==> config.mk <==
export PLATFORM = sky130hd
export DESIGN_NAME = dbap_device
export DESIGN_NICKNAME = d
export VERILOG_FILES = /design/src/dbap_pkg.sv /design/src/dbap_device.sv
export SDC_FILE = /design/constraint.sdc
export NUM_CORES = 2
export LEC_CHECK = 0
export BUFFER_PORTS_ARGS = -buffer_cell sky130_fd_sc_hd__buf_2
export CELL_PAD_IN_SITES_DETAIL_PLACEMENT = 1
export CELL_PAD_IN_SITES_GLOBAL_PLACEMENT = 2
export CORE_ASPECT_RATIO = 1.25
export CORE_MARGIN = 4
export CORE_UTILIZATION = 40
export DETAILED_ROUTE_END_ITERATION = 12
export PLACE_DENSITY_LB_ADDON = 0.1
export SLEW_MARGIN = 5
export SYNTH_ARGS = -nofsm -noshare
export SYNTH_HDL_FRONTEND = slang
export SYNTH_SLANG_ARGS = --single-unit
==> constraint.sdc <==
create_clock -name core_clk -period 8.4 [get_ports core_clk]
set_clock_uncertainty 0.2 [all_clocks]
set_input_delay 0.84 -clock core_clk [delete_from_list [all_inputs] [get_ports core_clk]]
set_output_delay 0.84 -clock core_clk [all_outputs]
set_load 0.01 [all_outputs]
==> src/dbap_pkg.sv <==
// Shared constants, register map and carrier types of the DDR2 burst block.
// Assumes one core clock domain; all pins arrive asynchronously.
package dbap_pkg;

  // ****************************************
  // Widths
  // ****************************************
  localparam int DQ_W   = 16;
  localparam int DM_W   = 2;
  localparam int LANE_W = 8;
  localparam int ADDR_W = 13;
  localparam int BANKS  = 4;
  localparam int COL_W  = 4;
  localparam int MEM_D  = 64;
  localparam int PIPE_D = 16;
  localparam int A10    = 10;

  // ****************************************
  // Register map and fields
  // ****************************************
  localparam logic [3:0] REG_MODE = 4'h0;
  localparam logic [3:0] REG_EXT  = 4'h4;
  localparam logic [3:0] REG_STAT = 4'h8;
  localparam int MODE_BL_LSB = 0;
  localparam int MODE_BT_BIT = 3;
  localparam int MODE_CL_LSB = 4;
  localparam int EXT_AL_LSB  = 3;
  localparam logic [2:0] BL8_CODE = 3'h3;
  localparam logic [2:0] CL_RST   = 3'h3;
  localparam logic [2:0] AL_RST   = 3'h0;
  localparam logic [2:0] LAST4    = 3'h3;
  localparam logic [2:0] LAST8    = 3'h7;

  // ****************************************
  // Types
  // ****************************************
  typedef struct packed {
    logic              ck;
    logic              cs_n;
    logic              ras_n;
    logic              cas_n;
    logic              we_n;
    logic [1:0]        ba;
    logic [ADDR_W-1:0] addr;
    logic [DM_W-1:0]   dm;
    logic [DQ_W-1:0]   dq;
    logic              dqs;
  } dbap_pin_type;

  typedef struct packed {
    logic             vld;
    logic             wr;
    logic             ap;
    logic [1:0]       bank;
    logic [COL_W-1:0] col;
  } dbap_cmd_type;

  typedef struct packed {
    logic       bl8;
    logic       bt;
    logic [2:0] cl;
    logic [2:0] al;
  } dbap_cfg_type;

  typedef enum logic [4:0] {
    CMD_NOP = 5'b00001,
    CMD_ACT = 5'b00010,
    CMD_RD  = 5'b00100,
    CMD_WR  = 5'b01000,
    CMD_PRE = 5'b10000
  } dbap_kind_type;

  typedef enum logic [3:0] {
    RD_IDLE  = 4'b0001,
    RD_PRE   = 4'b0010,
    RD_BURST = 4'b0100,
    RD_POST  = 4'b1000
  } dbap_rd_state_type;

endpackage

==> src/dbap_device.sv <==
// Device side of a four-bank DDR2 column access and precharge block.
// Assumes a controller on the pins clocked far slower than core_clk.
//
// Functional notes
// RULE_01: Read/write accepted any time after activate, executed AL clocks later.
// RULE_02: Read latency equals AL plus CL from mode registers.
// RULE_03: Write latency is read latency minus one.
// RULE_04: Controller programs enough AL when issuing before row-to-column delay.
// RULE_05: Burst length four or eight, chosen by mode bits A0 to A2.
// RULE_06: Mode bit A3 selects sequential or interleaved order.
// RULE_07: Sequential order wraps within nibble, then covers other nibble.
// RULE_08: Interleaved order is start column XOR beat counter.
// RULE_09: Controller never truncates a length-four burst; seamless bursts allowed.
// RULE_10: No burst stop command is decoded or relied upon.
// RULE_11: Read decoded from CS, CAS low, RAS, WE high; address gives column.
// RULE_12: First read word appears read latency clocks after the command.
// RULE_13: DQS driven low one clock before read data, rising with first bit.
// RULE_14: Write decoded from CS, CAS, WE low, RAS high; address gives column.
// RULE_15: Controller gives write preamble and first bit at write latency.
// RULE_16: Write data captured on strobe edges for four or eight beats only.
// RULE_17: One mask bit per byte, strobe timed, ignored on reads.
// RULE_18: Precharge decoded from CS, RAS, WE low, CAS high.
// RULE_19: Precharge A10 high closes all banks, else bank from BA.
// RULE_20: Controller spaces read to precharge by AL+BL/2+max(RTP,2)-2.
// RULE_21: Controller honours active time before precharge and precharge time after.
// RULE_22: Controller measures read-to-precharge from AL, or AL+2 for length eight.
// RULE_23: A10 high on read or write precharges the bank after the burst.
// RULE_24: Controller spaces write to precharge by WL+BL/2+write recovery.
// RULE_25: Masked byte lane stays unchanged in the array for that beat.
// RULE_26: Per-bank open state gates read, write and precharge; the code gates read and write only, precharge is decoded without checking it.
//
// Implementation choices: the plain strobed port and the register offsets.
module dbap_device (
  input  wire logic                        core_clk,
  input  wire logic                        sys_rst,
  input  wire logic                        ck,
  input  wire logic                        cs_n,
  input  wire logic                        ras_n,
  input  wire logic                        cas_n,
  input  wire logic                        we_n,
  input  wire logic [1:0]                  ba,
  input  wire logic [dbap_pkg::ADDR_W-1:0] addr,
  input  wire logic [dbap_pkg::DM_W-1:0]   dm,
  input  wire logic [dbap_pkg::DQ_W-1:0]   dq_in,
  input  wire logic                        dqs_in,
  output logic      [dbap_pkg::DQ_W-1:0]   dq_out,
  output logic                             dq_oe,
  output logic                             dqs_out,
  output logic                             dqs_oe,
  input  wire logic [3:0]                  reg_addr,
  input  wire logic [15:0]                 reg_wdata,
  input  wire logic                        reg_wr,
  input  wire logic                        reg_rd,
  output logic      [15:0]                 reg_rdata
);

  // ****************************************
  // Helpers
  // ****************************************
  function automatic logic [2:0] burst_ord(input logic [2:0] s, input logic [2:0] c,
                                           input logic bt);
    logic [1:0] low;
    low = s[1:0] + c[1:0];
    if (bt) return s ^ c;
    return {s[2] ^ c[2], low};
  endfunction

  function automatic logic [5:0] mem_idx(input dbap_pkg::dbap_cmd_type e,
                                         input logic [2:0] beat, input logic bt);
    return {e.bank, e.col[3], burst_ord(e.col[2:0], beat, bt)};
  endfunction

  // ****************************************
  // Pin synchroniser
  // ****************************************
  dbap_pkg::dbap_pin_type pin_s1_r;
  dbap_pkg::dbap_pin_type pin_s2_r;
  logic                   ck_s3_r;
  logic                   dqs_s3_r;

  always_ff @(posedge core_clk or posedge sys_rst) begin
    if (sys_rst) begin
      pin_s1_r <= '0;
      pin_s2_r <= '0;
      ck_s3_r  <= 1'b0;
      dqs_s3_r <= 1'b0;
    end else begin
      pin_s1_r <= '{ck, cs_n, ras_n, cas_n, we_n, ba, addr, dm, dq_in, dqs_in};
      pin_s2_r <= pin_s1_r;
      ck_s3_r  <= pin_s2_r.ck;
      dqs_s3_r <= pin_s2_r.dqs;
    end
  end

  logic ck_rise;
  logic ck_fall;
  logic dqs_rise;
  logic dqs_fall;
  assign ck_rise  = pin_s2_r.ck & ~ck_s3_r;
  assign ck_fall  = ~pin_s2_r.ck & ck_s3_r;
  assign dqs_rise = pin_s2_r.dqs & ~dqs_s3_r;
  assign dqs_fall = ~pin_s2_r.dqs & dqs_s3_r;

  // ****************************************
  // Registers
  // ****************************************
  dbap_pkg::dbap_cfg_type cfg_r;
  logic [3:0]             bank_open_r;
  logic [15:0]            reg_rdata_r;
  logic                   wr_act_r;
  dbap_pkg::dbap_rd_state_type rd_state_r;

  always_ff @(posedge core_clk or posedge sys_rst) begin
    if (sys_rst) begin
      cfg_r <= '{1'b0, 1'b0, dbap_pkg::CL_RST, dbap_pkg::AL_RST};
    end else if (reg_wr && reg_addr == dbap_pkg::REG_MODE) begin
      // RULE_05: length from A0-A2
      cfg_r.bl8 <= reg_wdata[dbap_pkg::MODE_BL_LSB +: 3] == dbap_pkg::BL8_CODE;
      // RULE_06: type from A3
      cfg_r.bt  <= reg_wdata[dbap_pkg::MODE_BT_BIT];
      cfg_r.cl  <= reg_wdata[dbap_pkg::MODE_CL_LSB +: 3];
    end else if (reg_wr && reg_addr == dbap_pkg::REG_EXT) begin
      cfg_r.al  <= reg_wdata[dbap_pkg::EXT_AL_LSB +: 3];
    end
  end

  always_ff @(posedge core_clk or posedge sys_rst) begin
    if (sys_rst) begin
      reg_rdata_r <= 16'h0000;
    end else if (reg_rd) begin
      unique case (reg_addr)
        dbap_pkg::REG_MODE: reg_rdata_r <= 16'({cfg_r.cl, cfg_r.bt,
                                   cfg_r.bl8 ? dbap_pkg::BL8_CODE : 3'h2});
        dbap_pkg::REG_EXT:  reg_rdata_r <= 16'({cfg_r.al, 3'h0});
        dbap_pkg::REG_STAT: reg_rdata_r <= 16'({wr_act_r, rd_state_r != dbap_pkg::RD_IDLE,
                                                bank_open_r});
        default:            reg_rdata_r <= 16'h0000;
      endcase
    end else begin
      reg_rdata_r <= 16'h0000;
    end
  end

  // ****************************************
  // Latencies
  // ****************************************
  logic [3:0] rl;
  logic [3:0] wl;
  logic [2:0] last_beat;
  // RULE_02: RL is AL plus CL
  assign rl = 4'(cfg_r.al) + 4'(cfg_r.cl);
  // RULE_03: WL one below RL
  assign wl = rl - 4'h1;
  assign last_beat = cfg_r.bl8 ? dbap_pkg::LAST8 : dbap_pkg::LAST4;

  // ****************************************
  // Command decode and posting pipe
  // ****************************************
  dbap_pkg::dbap_kind_type kind;
  always_comb begin
    kind = dbap_pkg::CMD_NOP;
    // RULE_10: burst stop pattern is just a no-op
    if (!pin_s2_r.cs_n) begin
      unique case ({pin_s2_r.ras_n, pin_s2_r.cas_n, pin_s2_r.we_n})
        3'b011:  kind = dbap_pkg::CMD_ACT;
        // RULE_11: read decode
        3'b101:  kind = dbap_pkg::CMD_RD;
        // RULE_14: write decode
        3'b100:  kind = dbap_pkg::CMD_WR;
        // RULE_18: precharge decode
        3'b010:  kind = dbap_pkg::CMD_PRE;
        default: kind = dbap_pkg::CMD_NOP;
      endcase
    end
  end

  dbap_pkg::dbap_cmd_type pipe_r [dbap_pkg::PIPE_D];
  dbap_pkg::dbap_cmd_type new_cmd;
  dbap_pkg::dbap_cmd_type rd_tap;
  dbap_pkg::dbap_cmd_type pre_tap;
  dbap_pkg::dbap_cmd_type wr_tap;
  logic rw_ok;
  logic rd_go;
  logic rd_pre;
  logic wr_go;

  // RULE_26: access only to open bank
  assign rw_ok = ck_rise && (kind == dbap_pkg::CMD_RD || kind == dbap_pkg::CMD_WR)
                 && bank_open_r[pin_s2_r.ba];
  // RULE_23: A10 requests auto precharge
  assign new_cmd = '{rw_ok, kind == dbap_pkg::CMD_WR, pin_s2_r.addr[dbap_pkg::A10],
                     pin_s2_r.ba, pin_s2_r.addr[dbap_pkg::COL_W-1:0]};

  // RULE_01: commands shift through the pipe, tapped RL or WL clocks later
  always_ff @(posedge core_clk or posedge sys_rst) begin
    if (sys_rst) begin
      for (int i = 0; i < dbap_pkg::PIPE_D; i++) pipe_r[i] <= '0;
    end else if (ck_rise) begin
      pipe_r[0] <= new_cmd;
      for (int i = 1; i < dbap_pkg::PIPE_D; i++) pipe_r[i] <= pipe_r[i-1];
    end
  end

  // An RL below two would wrap the preamble and write taps; only RL of two or more is meant
  assign rd_tap  = pipe_r[rl - 4'h1];
  assign pre_tap = pipe_r[rl - 4'h2];
  assign wr_tap  = pipe_r[wl - 4'h1];
  // RULE_12: first data at RL
  assign rd_go  = ck_rise && rd_tap.vld && !rd_tap.wr;
  assign rd_pre = ck_rise && pre_tap.vld && !pre_tap.wr;
  assign wr_go  = ck_rise && wr_tap.vld && wr_tap.wr;

  // ****************************************
  // Array
  // ****************************************
  logic [dbap_pkg::DQ_W-1:0] mem [dbap_pkg::MEM_D];
  dbap_pkg::dbap_cmd_type rd_cur_r;
  dbap_pkg::dbap_cmd_type wr_cur_r;
  logic [2:0] rd_beat_r;
  logic [2:0] wr_beat_r;
  logic       wr_seen_r;
  logic       wr_cap;
  logic [5:0] wr_idx;

  // RULE_16: capture on strobe edges, first on a rising one
  // RULE_15: relies on preamble before first rise
  assign wr_cap = wr_act_r && (dqs_rise || (wr_seen_r && dqs_fall));
  // RULE_07: nibble wrapped order
  // RULE_08: XOR order
  assign wr_idx = mem_idx(wr_cur_r, wr_beat_r, cfg_r.bt);

  // No reset on the array: contents are undefined at power up
  always_ff @(posedge core_clk) begin
    if (wr_cap) begin
      for (int l = 0; l < dbap_pkg::DM_W; l++) begin
        // RULE_25: masked lane untouched
        // RULE_17: one mask per byte
        if (!pin_s2_r.dm[l])
          mem[wr_idx][l*dbap_pkg::LANE_W +: dbap_pkg::LANE_W] <=
            pin_s2_r.dq[l*dbap_pkg::LANE_W +: dbap_pkg::LANE_W];
      end
    end
  end

  // ****************************************
  // Write capture
  // ****************************************
  logic wr_done;
  assign wr_done = wr_cap && wr_beat_r == last_beat;

  always_ff @(posedge core_clk or posedge sys_rst) begin
    if (sys_rst) begin
      wr_act_r  <= 1'b0;
      wr_cur_r  <= '0;
      wr_beat_r <= 3'h0;
      wr_seen_r <= 1'b0;
    end else if (wr_go) begin
      wr_act_r  <= 1'b1;
      wr_cur_r  <= wr_tap;
      wr_beat_r <= 3'h0;
      wr_seen_r <= 1'b0;
    end else if (wr_cap) begin
      // RULE_16: later edges ignored once burst is full
      wr_act_r  <= !wr_done;
      wr_beat_r <= wr_beat_r + 3'h1;
      wr_seen_r <= 1'b1;
    end
  end

  // ****************************************
  // Read output
  // ****************************************
  logic [dbap_pkg::DQ_W-1:0] dq_out_r;
  logic dq_oe_r;
  logic dqs_out_r;
  logic dqs_oe_r;
  logic rd_edge;
  logic rd_done;
  assign rd_edge = rd_state_r == dbap_pkg::RD_BURST && (ck_rise || ck_fall) && !rd_go;
  assign rd_done = rd_edge && rd_beat_r == last_beat;

  // RULE_09: no truncation, a new read only follows seamlessly
  always_ff @(posedge core_clk or posedge sys_rst) begin
    if (sys_rst) begin
      rd_state_r <= dbap_pkg::RD_IDLE;
      rd_cur_r   <= '0;
      rd_beat_r  <= 3'h0;
      dq_out_r   <= 16'h0000;
      dq_oe_r    <= 1'b0;
      dqs_out_r  <= 1'b0;
      dqs_oe_r   <= 1'b0;
    end else if (rd_go) begin
      // RULE_13: first bit with DQS rise
      rd_state_r <= dbap_pkg::RD_BURST;
      rd_cur_r   <= rd_tap;
      rd_beat_r  <= 3'h0;
      dq_out_r   <= mem[mem_idx(rd_tap, 3'h0, cfg_r.bt)];
      dq_oe_r    <= 1'b1;
      dqs_out_r  <= 1'b1;
      dqs_oe_r   <= 1'b1;
    end else if (rd_done) begin
      rd_state_r <= rd_pre ? dbap_pkg::RD_PRE : dbap_pkg::RD_POST;
      dq_oe_r    <= 1'b0;
      dqs_out_r  <= 1'b0;
    end else if (rd_edge) begin
      rd_beat_r  <= rd_beat_r + 3'h1;
      dq_out_r   <= mem[mem_idx(rd_cur_r, rd_beat_r + 3'h1, cfg_r.bt)];
      dqs_out_r  <= ~dqs_out_r;
    end else if (rd_pre && rd_state_r != dbap_pkg::RD_BURST) begin
      // RULE_13: preamble one clock ahead
      rd_state_r <= dbap_pkg::RD_PRE;
      dqs_out_r  <= 1'b0;
      dqs_oe_r   <= 1'b1;
    end else if (rd_state_r == dbap_pkg::RD_POST && ck_fall) begin
      rd_state_r <= dbap_pkg::RD_IDLE;
      dqs_oe_r   <= 1'b0;
    end
  end

  assign dq_out    = dq_out_r;
  assign dq_oe     = dq_oe_r;
  assign dqs_out   = dqs_out_r;
  assign dqs_oe    = dqs_oe_r;
  assign reg_rdata = reg_rdata_r;

  // ****************************************
  // Bank state
  // ****************************************
  always_ff @(posedge core_clk or posedge sys_rst) begin
    if (sys_rst) begin
      bank_open_r <= 4'h0;
    end else begin
      if (ck_rise && kind == dbap_pkg::CMD_ACT) bank_open_r[pin_s2_r.ba] <= 1'b1;
      // RULE_19: all or one bank closed
      if (ck_rise && kind == dbap_pkg::CMD_PRE) begin
        if (pin_s2_r.addr[dbap_pkg::A10]) bank_open_r <= 4'h0;
        else bank_open_r[pin_s2_r.ba] <= 1'b0;
      end
      // RULE_23: auto precharge at burst end
      if (rd_done && rd_cur_r.ap) bank_open_r[rd_cur_r.bank] <= 1'b0;
      if (wr_done && wr_cur_r.ap) bank_open_r[wr_cur_r.bank] <= 1'b0;
    end
  end
endmodule // dbap_device

==> metrics.csv <==
metric;value;unit
antenna violations before repair;9;
area growth from synthesis to layout;13.1;%
Worst R2R Start;cfg_r[0];
routed vias;40968;
n_diodes;0;
Crit Path Category;register to register;
total track usage;28.1;%
slowest CP cell;xnor3_1;
Critical Path Fanout Max;15;
Detailed Route WL;227000;µm
CP Launch Point;cfg_r[0];
number of DRC markers in iteration 0;3812;
Yosys warnings;0;
final-layout fill cell count;15092;
CTS tree;done;
Sink Count;1296;
crit path cell chain;ha_4 -> fa_1 -> inv_1 -> ha_1 -> xnor3_1 -> buf_4 -> mux2i_1 -> o21ai_1 -> and2_1 -> nor3_1 -> buf_4 -> a32oi_1 -> a41oi_1 -> a31oi_1 -> o211a_1;
Setup TNS;0;ps
Synth top area share;49.9;%
Clk pin slew, worst setup/hold paths;60;ps
fin. max-slew vios;0;
Num CTS Buffers;144;
Most common cell on crit path;buf_4;
#FFs+latches synth;1296;
worst hold slack;104;ps
CP bufs+invs;3;
number of I/O port buffers;71;
Die Width;359;µm
CP max stage delay;1030;ps
number of hold buffers added after cts;32;
outcome;completed;
fmax;0.152;GHz
number of post-CTS setup repair buffers;0;
GRT overflow;0;
Initial Util;40.4;%
share of layout cells above drive strength 1;22.3;%
first-pass GRT wire length;323000;µm
minimum clock period;6600;ps
Avg Vias per Cell;6.29;
full die area;160000;µm²
Final period util;78.6;%
Final setup violation count;0;
final hold vios;0;
max_cap viols;0;
number of global-route vias before repair;43327;
Max Root-Sink Buffers;3;
Startpoint Class;register;
TritonRoute pass-1 iters;5;
Distinct cells, synth;90;
CP endpoint kind;register;
CP arrival;7070;ps
WL/cell;34.9;µm
post-cts resize count;0;
dominant cell type by area after synthesis;edfxtp_1;
most frequent cells in the layout;1024 x edfxtp_1, 569 x nand2_1, 329 x mux4_2, 252 x dfrtp_1, 217 x nor2_1;
min-delay src;reg_wdata[6];
most common cell after layout, fill and taps aside;edfxtp_1;
Detail Placement HPWL;150000;µm
H-tree depth;4;
flop2flop setup slack;1800;ps
Syn Area/Cell;14.3;µm²
normalized max-slew margin;13.5;%
WP data required;8870;ps
worst-margin pin slew;1290;ps
die height;447;µm
Clock Tree Root;clkbuf_16;
core area;153000;µm²
fin nets;4443;
Clk Latency, worst-skew pair;800;ps
EDFF count, synth;1024;
RSZ-0062 raised after global routing;no;
Top delay family on crit path;compound AO/OA/AOI/OAI gates;
Residual DRC;0;
Top FF cell, synth;edfxtp_1;
Post-synth ARST share;21.0;%
Routed Antenna Nets;0;
register area share after synthesis;61.0;%
I/O pin cnt;98;
most area-consuming cells after synthesis;edfxtp_1 50%, mux4_2 12%, dfrtp_1 11%;
cell area after synthesis;61600;µm²
row cnt;160;
Syn Inst Count;4304;
final RePlAce weighted congestion;0.876;
Tightest Hold Check Type;input pin to register;
largest net degree at the start of global routing;119;
metrics by stage:
stage | std cells | utilization (%) | instance area [µm²] | setup slack (ps)
after floorplan | 4312 | - | 61600 | 3770
after global placement | 6213 | 42.3 | 64500 | 1930
after detailed placement | 6213 | 42.3 | 64500 | 1840
after CTS | 6510 | 45.6 | 69600 | 1850
after global routing | 6510 | 45.6 | 69600 | 1650
final | 6510 | 45.6 | 69600 | 1800
Yosys cell counts (14+ instances only):
cell	number
o22ai_1	33
buf_2	68
a22o_1	15
nor2_1	221
mux2_2	164
and3_1	122
nor2b_1	26
o21ai_0	92
dfrtp_1	269
clkbuf_1	198
nand3_1	153
a22oi_1	42
inv_1	23
a311oi_1	15
a211oi_1	120
a31oi_1	58
edfxtp_1	1024
buf_4	34
o2111ai_1	20
nor3_1	38
nand4_1	32
o21bai_1	15
nand2_1	569
o221ai_1	14
a32o_1	15
mux4_2	329
a32oi_1	89
mux2i_1	138
buf_1	22
a21oi_1	86
worst reg2reg max path: cells and delay by family, from the launching register on:
family / cells / cell delay, ps
flops: 1 / 420
fa+ha+maj: 3 / 1010
buf+inv: 3 / 870
simple gates: 2 / 1150
compound gates: 5 / 1460
mux: 1 / 360
xor+xnor: 1 / 1030
final cells by class:
type	instances	area, µm²	share of cell area (%)
clock buffers	192	4010	5.76
clock inverters	73	791	1.14
inverters	24	93.8	0.135
multi-input cells	2655	22700	32.6
flip-flops and latches	1296	37600	54.0
well taps	2025	2530	3.64
repair buffers	245	1940	2.79
final timing paths:
path                                 to  depth (start not counted)
max                           dq_out[4]                         15
min                            cfg_r[5]                          2
max reg2reg                   dq_out[4]                         15
min reg2reg                pin_s2_r[38]                          0
max in group asynchronous     pipe_r[3]                          5
min in group asynchronous  pin_s1_r[11]                          3
state kept, by name, indices dropped and copies added (netlist names), 7 cells and up:
| name | cells |
|---|---|
| pin_s1_r | 31 |
| reg_rdata | 7 |
| dq_out | 16 |
| mem | 1024 |
| pin_s2_r | 24 |
| rd_cur_r | 7 |
| wr_cur_r | 7 |
| cfg_r | 8 |
| pipe_r | 144 |
| new_cmd | 7 |
kinds of logic after synthesis:
logic type	after synthesis	share of synthesized area, %
flops	1296	61.0
fa+ha+maj	14	0.297
buf+inv	361	2.75
compound gates	733	8.64
simple gates	1226	8.97
other cells	1	0.00609
mux	650	17.9
xor+xnor	23	0.427
per-layer routing:
layer	up-vias	GRT usage (%)	part of all wire, %	wire (µm)
met5	-	0	0	0
met3	404	3.41	5.2	11700
met1	21912	35.3	39	89100
met4	0	14.9	5.9	13500
li1	17195	-	-	-
met2	1457	47.8	50	113000
Power is left out: the tool's default activity adds up to more than one toggle a clock period on the data nets, which glitch-free logic cannot reach.
